<file path="src/design/ocd_pkg.sv">
// Constants and shared types for the two output channel clock dividers.
// Assumes one 25 MHz clock and register access over an AHB-Lite slave port.
// Notes on behaviour
// - Duty correction off: divider output stays low for the programmed low count of input cycles.
// - Duty correction off: divider output stays high for the programmed high count of input cycles.
// - Bypass bit set: divider frozen, its input passed straight to its output unless ignore-sync is set.
// - Ignore-sync bit clear: divider obeys chip sync; set: sync is ignored.
// - Force bit sets a static output level, only while ignore-sync is set.
// - Start-high bit picks the level the output starts toggling from.
// - Four-bit phase offset held in the control register.
// - Direct bit clear: divider drives both outputs of its pair.
// - Direct bit set with path 10b routes oscillator; 01b leaves divider path.
// - Direct bit set with path 00b routes external clock input to the pair.
// - Duty correction on when its disable bit is 0, off when 1.
// - Second identical divider at the next three registers serves pair b.
// - First divider serves pair a, through division or the direct route.
package ocd_pkg;

    // ==========================================================
    // Register indices (byte address is four times the index)
    localparam logic [9:0] IDX_DIV0_COUNTS = 10'h190;
    localparam logic [9:0] IDX_DIV0_CONTROL = 10'h191;
    localparam logic [9:0] IDX_DIV0_ROUTING = 10'h192;
    localparam logic [9:0] IDX_DIV1_COUNTS = 10'h193;
    localparam logic [9:0] IDX_DIV1_CONTROL = 10'h194;
    localparam logic [9:0] IDX_DIV1_ROUTING = 10'h195;
    localparam logic [9:0] IDX_PATH_SEL = 10'h1E1;
    localparam logic [9:0] IDX_STATUS = 10'h1F0;
    localparam logic [2:0] NUM_CFG = 3'h6;

    // ==========================================================
    // Field positions
    localparam int LOW_MSB = 7;
    localparam int LOW_LSB = 4;
    localparam int HIGH_MSB = 3;
    localparam int HIGH_LSB = 0;
    localparam int BYPASS_BIT = 7;
    localparam int NOSYNC_BIT = 6;
    localparam int FORCE_BIT = 5;
    localparam int START_BIT = 4;
    localparam int PHASE_MSB = 3;
    localparam int PHASE_LSB = 0;
    localparam int DIRECT_BIT = 1;
    localparam int DCC_OFF_BIT = 0;

    // ==========================================================
    // Reset values and codes
    localparam logic [7:0] CFG_RST = 8'h00;
    localparam logic [1:0] PATH_SEL_RST = 2'h0;
    localparam logic [1:0] PATH_EXT = 2'h0;
    localparam logic [1:0] PATH_NONE = 2'h1;
    localparam logic [1:0] PATH_OSC = 2'h2;
    localparam logic [2:0] HSIZE_WORD = 3'h2;

    // ==========================================================
    // Divider sequencing states
    typedef enum logic [2:0] {
        OCD_PHASE = 3'b001,
        OCD_LOW = 3'b010,
        OCD_HIGH = 3'b100
    } ocd_phase_type;

endpackage

</file>
<file path="src/design/ocd_div_if.sv">
// Carrier between the register block and one divider core.
// Assumes the register side drives settings and the core returns its level.
`timescale 1ns/1ns
`default_nettype none
interface ocd_div_if;
    logic [7:0] counts;
    logic [7:0] control;
    logic dcc_off;
    logic tick;
    logic sync;
    logic lvl;
    logic phase_wait;
    modport ctrl (output counts, control, dcc_off, tick, sync, input lvl, phase_wait);
    modport div (input counts, control, dcc_off, tick, sync, output lvl, phase_wait);
endinterface
`default_nettype wire

</file>
<file path="src/design/ocd_divider.sv">
// One programmable channel divider: phase wait, low and high phases.
// Assumes tick marks one rising edge of the divider input clock.
`timescale 1ns/1ns
`default_nettype none
module ocd_divider (
    // Clock and reset
    input wire logic clk,
    input wire logic rst_n,
    // Settings in, divided level out
    ocd_div_if.div dif
);

    typedef struct packed {
        ocd_pkg::ocd_phase_type fsm;
        logic [4:0] cnt;
        logic [3:0] pcnt;
        logic lvl;
    } ocd_div_st_type;

    ocd_div_st_type s_q;
    ocd_div_st_type s_d;
    logic [4:0] lo_raw;
    logic [4:0] hi_raw;
    logic [4:0] total;
    logic [4:0] lo_len;
    logic [4:0] hi_len;
    logic [4:0] cnt_inc;
    logic start_hi;
    logic [3:0] offset;

    // A zero count would stall the phase, so it acts as one cycle
    function automatic logic [4:0] at_least_one(input logic [3:0] f);
        return (f == 4'h0) ? 5'h01 : {1'b0, f};
    endfunction

    function automatic ocd_pkg::ocd_phase_type run_state(input logic hi);
        return hi ? ocd_pkg::OCD_HIGH : ocd_pkg::OCD_LOW;
    endfunction

    // ==========================================================
    // Next state
    always_comb begin
        lo_raw = at_least_one(dif.counts[ocd_pkg::LOW_MSB:ocd_pkg::LOW_LSB]);
        hi_raw = at_least_one(dif.counts[ocd_pkg::HIGH_MSB:ocd_pkg::HIGH_LSB]);
        total = lo_raw + hi_raw;
        if (!dif.dcc_off) begin
            // Balanced split; odd periods give the extra cycle to high
            hi_len = 5'((total + 5'h01) >> 1);
            lo_len = total - hi_len;
        end else begin
            hi_len = hi_raw;
            lo_len = lo_raw;
        end
        start_hi = dif.control[ocd_pkg::START_BIT];
        offset = dif.control[ocd_pkg::PHASE_MSB:ocd_pkg::PHASE_LSB];
        cnt_inc = s_q.cnt + 5'h01;
        s_d = s_q;
        if (dif.control[ocd_pkg::BYPASS_BIT]) begin
            s_d = s_q;
        end else if (dif.sync && !dif.control[ocd_pkg::NOSYNC_BIT]) begin
            s_d.lvl = start_hi;
            s_d.cnt = 5'h00;
            s_d.pcnt = offset;
            s_d.fsm = (offset == 4'h0) ? run_state(start_hi) : ocd_pkg::OCD_PHASE;
        end else if (dif.tick) begin
            case (s_q.fsm)
                ocd_pkg::OCD_PHASE: begin
                    if (s_q.pcnt <= 4'h1) begin
                        s_d.pcnt = 4'h0;
                        s_d.fsm = run_state(start_hi);
                    end else begin
                        s_d.pcnt = s_q.pcnt - 4'h1;
                    end
                end
                ocd_pkg::OCD_LOW: begin
                    if (cnt_inc >= lo_len) begin
                        s_d.fsm = ocd_pkg::OCD_HIGH;
                        s_d.cnt = 5'h00;
                        s_d.lvl = 1'b1;
                    end else begin
                        s_d.cnt = cnt_inc;
                    end
                end
                ocd_pkg::OCD_HIGH: begin
                    if (cnt_inc >= hi_len) begin
                        s_d.fsm = ocd_pkg::OCD_LOW;
                        s_d.cnt = 5'h00;
                        s_d.lvl = 1'b0;
                    end else begin
                        s_d.cnt = cnt_inc;
                    end
                end
                default: begin
                    s_d.fsm = ocd_pkg::OCD_PHASE;
                end
            endcase
        end
    end

    always_ff @(posedge clk or negedge rst_n) begin
        if (!rst_n) begin
            s_q <= '{fsm: ocd_pkg::OCD_LOW, cnt: 5'h00, pcnt: 4'h0, lvl: 1'b0};
        end else begin
            s_q <= s_d;
        end
    end

    assign dif.lvl = s_q.lvl;
    assign dif.phase_wait = (s_q.fsm == ocd_pkg::OCD_PHASE);

endmodule // ocd_divider
`default_nettype wire

</file>
<file path="src/design/ocd_top.sv">
// Two output channel dividers with their output routing and AHB-Lite registers.
// Assumes oscillator and external clock levels and sync are synchronous to clk.
//
// Implementation choice: the AHB-Lite register port.
`timescale 1ns/1ns
`default_nettype none
module ocd_top (
    // Clock and reset
    input wire logic clk,
    input wire logic rst_n,
    // AHB-Lite slave
    input wire logic hsel,
    input wire logic [31:0] haddr,
    input wire logic [1:0] htrans,
    input wire logic hwrite,
    input wire logic [2:0] hsize,
    input wire logic [31:0] hwdata,
    input wire logic hready,
    output logic [31:0] hrdata,
    output logic hreadyout,
    output logic hresp,
    // Clock sources and chip sync
    input wire logic internal_oscillator,
    input wire logic ext_clk_in,
    input wire logic chip_sync,
    // Output pairs
    output logic pair_a_output_first,
    output logic pair_a_output_second,
    output logic pair_b_output_first,
    output logic pair_b_output_second
);

    typedef struct packed {
        logic [5:0][7:0] cfg;
        logic [1:0] path_sel;
        logic dp_wr;
        logic [9:0] dp_idx;
        logic [31:0] rdata;
        logic osc_prev;
        logic ext_prev;
        logic [1:0] pin;
    } ocd_top_st_type;

    ocd_top_st_type s_q;
    ocd_top_st_type s_d;
    ocd_div_if dif0 ();
    ocd_div_if dif1 ();
    logic osc_tick;
    logic ext_tick;
    logic [1:0] div_lvl;
    logic [1:0] div_wait;
    logic [7:0] status;
    logic [9:0] aidx;
    logic mapped;
    logic [2:0] slot;

    // ==========================================================
    // Helpers
    function automatic logic [2:0] cfg_slot(input logic [9:0] idx);
        logic [9:0] off;
        off = idx - ocd_pkg::IDX_DIV0_COUNTS;
        if (idx >= ocd_pkg::IDX_DIV0_COUNTS && idx <= ocd_pkg::IDX_DIV1_ROUTING) begin
            return off[2:0];
        end
        return 3'h7;
    endfunction

    // Divider input follows the path select; only 10b picks the oscillator
    function automatic logic pick_src(input logic [1:0] path, input logic osc,
                                      input logic ext);
        return (path == ocd_pkg::PATH_OSC) ? osc : ext;
    endfunction

    function automatic logic [31:0] read_word(input logic [5:0][7:0] cfg,
                                              input logic [1:0] path,
                                              input logic [7:0] stat,
                                              input logic [9:0] idx);
        logic [2:0] sl;
        sl = cfg_slot(idx);
        if (sl < ocd_pkg::NUM_CFG) begin
            return {24'h00_0000, cfg[sl]};
        end else if (idx == ocd_pkg::IDX_PATH_SEL) begin
            return {30'h0000_0000, path};
        end else if (idx == ocd_pkg::IDX_STATUS) begin
            return {24'h00_0000, stat};
        end
        return 32'h0000_0000;
    endfunction

    // Pin level for one pair, in order of precedence
    function automatic logic pair_level(input logic [7:0] ctrl, input logic [7:0] route,
                                        input logic [1:0] path, input logic osc,
                                        input logic ext, input logic dlvl);
        if (route[ocd_pkg::DIRECT_BIT]
            && (path == ocd_pkg::PATH_OSC || path == ocd_pkg::PATH_EXT)) begin
            return pick_src(path, osc, ext);
        end else if (ctrl[ocd_pkg::NOSYNC_BIT]) begin
            return ctrl[ocd_pkg::FORCE_BIT];
        end else if (ctrl[ocd_pkg::BYPASS_BIT]) begin
            return pick_src(path, osc, ext);
        end
        return dlvl;
    endfunction

    // ==========================================================
    // Divider cores
    assign osc_tick = internal_oscillator & ~s_q.osc_prev;
    assign ext_tick = ext_clk_in & ~s_q.ext_prev;

    assign dif0.counts = s_q.cfg[0];
    assign dif0.control = s_q.cfg[1];
    assign dif0.dcc_off = s_q.cfg[2][ocd_pkg::DCC_OFF_BIT];
    assign dif0.tick = pick_src(s_q.path_sel, osc_tick, ext_tick);
    assign dif0.sync = chip_sync;
    // Same layout three registers on, feeding pair b
    assign dif1.counts = s_q.cfg[3];
    assign dif1.control = s_q.cfg[4];
    assign dif1.dcc_off = s_q.cfg[5][ocd_pkg::DCC_OFF_BIT];
    assign dif1.tick = pick_src(s_q.path_sel, osc_tick, ext_tick);
    assign dif1.sync = chip_sync;

    ocd_divider u_div0 (
        .clk(clk),
        .rst_n(rst_n),
        .dif(dif0.div)
    );

    ocd_divider u_div1 (
        .clk(clk),
        .rst_n(rst_n),
        .dif(dif1.div)
    );

    assign div_lvl = {dif1.lvl, dif0.lvl};
    assign div_wait = {dif1.phase_wait, dif0.phase_wait};
    assign status = {4'h0, div_wait, s_q.pin};

    // ==========================================================
    // Registers, bus and pin routing
    always_comb begin
        s_d = s_q;
        s_d.osc_prev = internal_oscillator;
        s_d.ext_prev = ext_clk_in;
        // Write data phase lands first, so a read right behind sees it
        slot = cfg_slot(s_q.dp_idx);
        if (s_q.dp_wr) begin
            if (slot < ocd_pkg::NUM_CFG) begin
                s_d.cfg[slot] = hwdata[7:0];
            end else if (s_q.dp_idx == ocd_pkg::IDX_PATH_SEL) begin
                s_d.path_sel = hwdata[1:0];
            end
        end
        s_d.dp_wr = 1'b0;
        aidx = haddr[11:2];
        mapped = (haddr[31:12] == 20'h0_0000) && (haddr[1:0] == 2'h0)
            && (hsize == ocd_pkg::HSIZE_WORD);
        if (hsel && htrans[1] && hready) begin
            s_d.dp_wr = hwrite && mapped;
            s_d.dp_idx = aidx;
            if (!hwrite) begin
                s_d.rdata = mapped ? read_word(s_d.cfg, s_d.path_sel, status, aidx)
                                   : 32'h0000_0000;
            end
        end
        // Pair a from divider 0, pair b from divider 1
        s_d.pin[0] = pair_level(s_q.cfg[1], s_q.cfg[2], s_q.path_sel,
                                internal_oscillator, ext_clk_in, div_lvl[0]);
        s_d.pin[1] = pair_level(s_q.cfg[4], s_q.cfg[5], s_q.path_sel,
                                internal_oscillator, ext_clk_in, div_lvl[1]);
    end

    always_ff @(posedge clk or negedge rst_n) begin
        if (!rst_n) begin
            s_q <= '{cfg: {6{ocd_pkg::CFG_RST}}, path_sel: ocd_pkg::PATH_SEL_RST,
                     dp_wr: 1'b0, dp_idx: 10'h000, rdata: 32'h0000_0000,
                     osc_prev: 1'b0, ext_prev: 1'b0, pin: 2'h0};
        end else begin
            s_q <= s_d;
        end
    end

    // ==========================================================
    // Outputs
    assign hrdata = s_q.rdata;
    assign hreadyout = 1'b1;
    assign hresp = 1'b0;
    // Both outputs of a pair carry the same level
    assign pair_a_output_first = s_q.pin[0];
    assign pair_a_output_second = s_q.pin[0];
    assign pair_b_output_first = s_q.pin[1];
    assign pair_b_output_second = s_q.pin[1];

endmodule // ocd_top
`default_nettype wire

</file>
<file path="config.mk">
export PLATFORM = sky130hd
export DESIGN_NAME = ocd_top
export DESIGN_NICKNAME = d
export VERILOG_FILES = /design/src/design/ocd_pkg.sv /design/src/design/ocd_div_if.sv /design/src/design/ocd_divider.sv /design/src/design/ocd_top.sv
export SDC_FILE = /design/constraint.sdc
export NUM_CORES = 1
export LEC_CHECK = 0
export ABC_CLOCK_PERIOD_IN_PS = 5660
export BUFFER_PORTS_ARGS = -buffer_cell sky130_fd_sc_hd__buf_2
export CAP_MARGIN = 30
export CELL_PAD_IN_SITES_DETAIL_PLACEMENT = 0
export CELL_PAD_IN_SITES_GLOBAL_PLACEMENT = 1
export CORE_MARGIN = 1.5
export CORE_UTILIZATION = 44
export CTS_CLUSTER_SIZE = 40
export DETAILED_ROUTE_END_ITERATION = 8
export PLACE_DENSITY_LB_ADDON = 0.1
export SKIP_CTS_REPAIR_TIMING = 1
export SLEW_MARGIN = 20
export SYNTH_ARGS = -nofsm -noshare
export SYNTH_HDL_FRONTEND = slang
export SYNTH_SLANG_ARGS = --single-unit
</file>
<file path="constraint.sdc">
create_clock -name clk -period 5.66 [get_ports clk]
set_clock_uncertainty 0.1 [all_clocks]
set_input_delay 0.283 -clock clk [delete_from_list [all_inputs] [get_ports clk]]
set_output_delay 0.283 -clock clk [all_outputs]
set_load 0.005 [all_outputs]
</file>
==> reports/metrics.yaml <==
logic_synthesis:
  ys_warn_count: 0
  synth-simple-area-share: 0.1773
  syn_area_sq_um: 6824
  synth_cell_types: 68
  yosysSeqAreaShare: 0.3634
  synth_compound_area_frac: 0.1514
  synth-xor-area-share: 0.02952
  synth_ff_type: "dfrtp_1"
  synth_fa_ha_area_frac: 0.08287
  yosys.area.top_type: "dfrtp_1"
  synth_area_leaders: "dfrtp_1, mux2_2, ha_1, buf_4, o21ai_0"
  netlist_top_cells_count: "dfrtp_1, mux2_2, nand2_1, ha_1, o21ai_0"
  async_flop_share: 1.000
  netlist_instances: 714
  synth_most_common_cell: "dfrtp_1"
  avgSynthCellArea_sq_um: 9.557
  synth_top_family_by_area: "simple AND/OR/NAND/NOR gates"
  synth_top_area_frac: 0.3557
  synth_mux_area_frac: 0.1232
  synth_edf_count: 0
  ys_ff_latch: 99
clocking:
  clk_pin_slew_ps: 70
  clock-root-buffer: "clkbuf_16"
  clk_latency_ps: 360
  cts_made_buffers: 9
  cts_buffer_depth: 2
  cts_tree: "done"
  cts_sinks: 99
  cts.htree.levels: 3
die:
  die_w_um: 127.5
  core_area_sq_um: 15150
  initial_core_util: 0.4506
  ios: 115
  fp-row-count: 45
  die_area_sq_um: 16270
  fp.dieH_um: 127.5
power_and_ir_drop:
  power_density_nw_per_um2: 281.1
  p_leak_uw: 0.003388
  vdd.ir_drop.worst_uv: 155.3
status:
  outcome: "completed"
sta:
  finalSetupViolations: 0
  post-route-period-util: 0.8698
  final-hold-violation-count: 0
  layout_min_cycle_time_ps: 4923
  drv_slew: 0
  relSlewSlack: 0.4929
  clock.fmax_mhz: 203.1
  rsz0062_at_grt: "false"
  fin_tns_setup_ps: 0
  worst_pin_slew_ps: 754.9
finish:
  syn_to_final_growth_pct: 9.204
  fillCellCount: 1400
  multi_input_area_sq_um: 3949
  diodes: 0
  drive_above_1_share: 0.2053
  nNetsFinal: 872
  layout.area.seq_sq_um: 2480
  fin_cells: 943
worst_setup_path:
  cpMostUsedCell: "ha_1"
  crit_arrival_ps: 5120
  reg2reg_to: "u_div1.s_q[5]"
  end_kind: "flop"
  start_kind: "flop"
  startpoint: "dif1.counts[1]"
  critPathSlowestCell: "dfrtp_1"
  path_max_fanout: 5
  required_ps: 5860
  path_class: "reg2reg"
  crit_chain: "nor3_1 -> or2_2 -> ha_1 -> fa_1 -> xor2_1 -> nand3_1 -> xor2_1 -> ha_1 -> or3_1 -> a31oi_1 -> ha_1 -> a21o_1 -> a21o_1 -> a211o_1 -> a211oi_1 -> mux2_2"
  worstSetupEndpoint: "u_div1.s_q[5]"
  critPathMaxStageDelay_ps: 490
  r2r_cells: 16
  reg2reg_slack_ps: 740
  r2r_start: "dif1.counts[1]"
routing:
  ant_nets: 0
  top_layer_used: "met4"
  wl_met3_um: 693
  route.met2.wl_um: 7659
  routed_via_density: 5.649
  dr_total_vias: 5327
  wirelength_um: 17090
  avgRoutedWirePerCell_um: 18.12
  wl_met1_um: 8368
  drt_iter0_markers: 347
  drc: 0
  dr.pass1.iters: 5
grt:
  grt_use_total: 0.2246
  globalRoute.totalOverflow: 0
  grt_pass1_wl_um: 28280
  grt_start_max_net_pins: 78
  antenna_found_initial: 0
  grt_pass1_vias: 5272
hold_path:
  hp-class: "in2reg"
placement:
  place_inst: 924
  hpwl_um: 13040
  port-buffer-count: 63
  gp_congestion: 0.8749
job:
  cap_violations: 0
## logic make-up after synthesis
kind of cell    Yosys count
buf+inv                  89
other cells               2
xor+xnor                 23
simple gates            223
fa+ha+maj                44
mux                      75
compound gates          159
flops                    99
## worst min-delay path by stage
stage / slack [ps] / end / cells after the start / from
floorplan: -110 / dif0.control[0] / 0 / rst_n
global placement: 100 / u_div0.s_q[8] / 1 / rst_n
detailed placement: 100 / u_div0.s_q[8] / 1 / rst_n
CTS: -280 / u_div0.s_q[6] / 1 / rst_n
global route: 50 / s_q[46] / 3 / hwrite
finish: 50 / s_q[46] / 3 / hwrite
## final cells by class
cell class                      count  area share
Sequential cell                    99      0.3328
Multi-Input combinational cell    550      0.5299
Inverter                           20     0.01007
Clock inverter                      6     0.01209
Timing Repair Buffer               71     0.05339
Tap cell                          188     0.03156
Clock buffer                        9     0.03022
## worst max-delay path: cells and delay by family, from the launching register on
| kind | cells | cell delay (ps) |
|---|---|---|
| flops | 1 | 490 |
| xor+xnor | 2 | 580 |
| fa+ha+maj | 4 | 1200 |
| compound gates | 5 | 1370 |
| mux | 1 | 250 |
| simple gates | 4 | 890 |
## power breakdown
part           switching (uW)  internal (uW)  leakage (uW)
Combinational             304            251       0.00198
Clock                     279            386      0.000152
Sequential               85.6            788       0.00126
Total                     669           1430       0.00339
## per-stage QoR
step                  util  setup WS, ps  hold slack (ps)  total power (uW)  instance area [sq um]
floorplan                -          1363           -112.6              1288                   6914
global placement    0.4674         825.0            97.50              1408                   7079
detailed placement  0.4679         796.8            96.84              1435                   7087
CTS                 0.4887         764.6           -283.6              2101                   7402
global route        0.4920         156.8            46.91              2243                   7452
finish              0.4920         736.8            45.11              2095                   7452
## registers in the layout (all words and copies together), names as in the netlist, 8 cells and up
signal / cells
s_q: 29
u_div0.s_q: 12
u_div1.s_q: 12
dif0.control: 8
dif0.counts: 8
dif1.control: 8
dif1.counts: 8
hrdata: 8
## cell usage in the layout, fill, tap and decap left out, types with 7 or more instances in the layout
cell type / synthesis / routed
dfrtp_1: 97 / 97
buf_2: 7 / 62
mux2_2: 55 / 55
nand2_1: 48 / 48
ha_1: 42 / 42
o21ai_0: 39 / 39
nor2_1: 37 / 37
a21oi_1: 31 / 31
conb_1: 2 / 26
nand2b_1: 25 / 25
nand3_1: 21 / 21
inv_1: 20 / 20
nor3_1: 19 / 19
xnor2_1: 16 / 16
a21o_1: 16 / 16
mux2i_1: 12 / 12
a31oi_1: 10 / 10
a22o_1: 10 / 10
o31ai_1: 9 / 9
clkbuf_16: 0 / 9
nor2b_1: 8 / 8
and2_1: 8 / 8
xor2_1: 7 / 7
mux2_1: 7 / 7
nand4_1: 7 / 7
nor4_1: 7 / 7
o22ai_1: 7 / 7
## metal layers
metal | GRT usage | vias up
met5 | 0 | -
met4 | 0.07019 | 0
met3 | 0.04523 | 22
met2 | 0.3529 | 159
met1 | 0.3119 | 2551
li1 | - | 2595
Power figures use the tool's default switching activity.
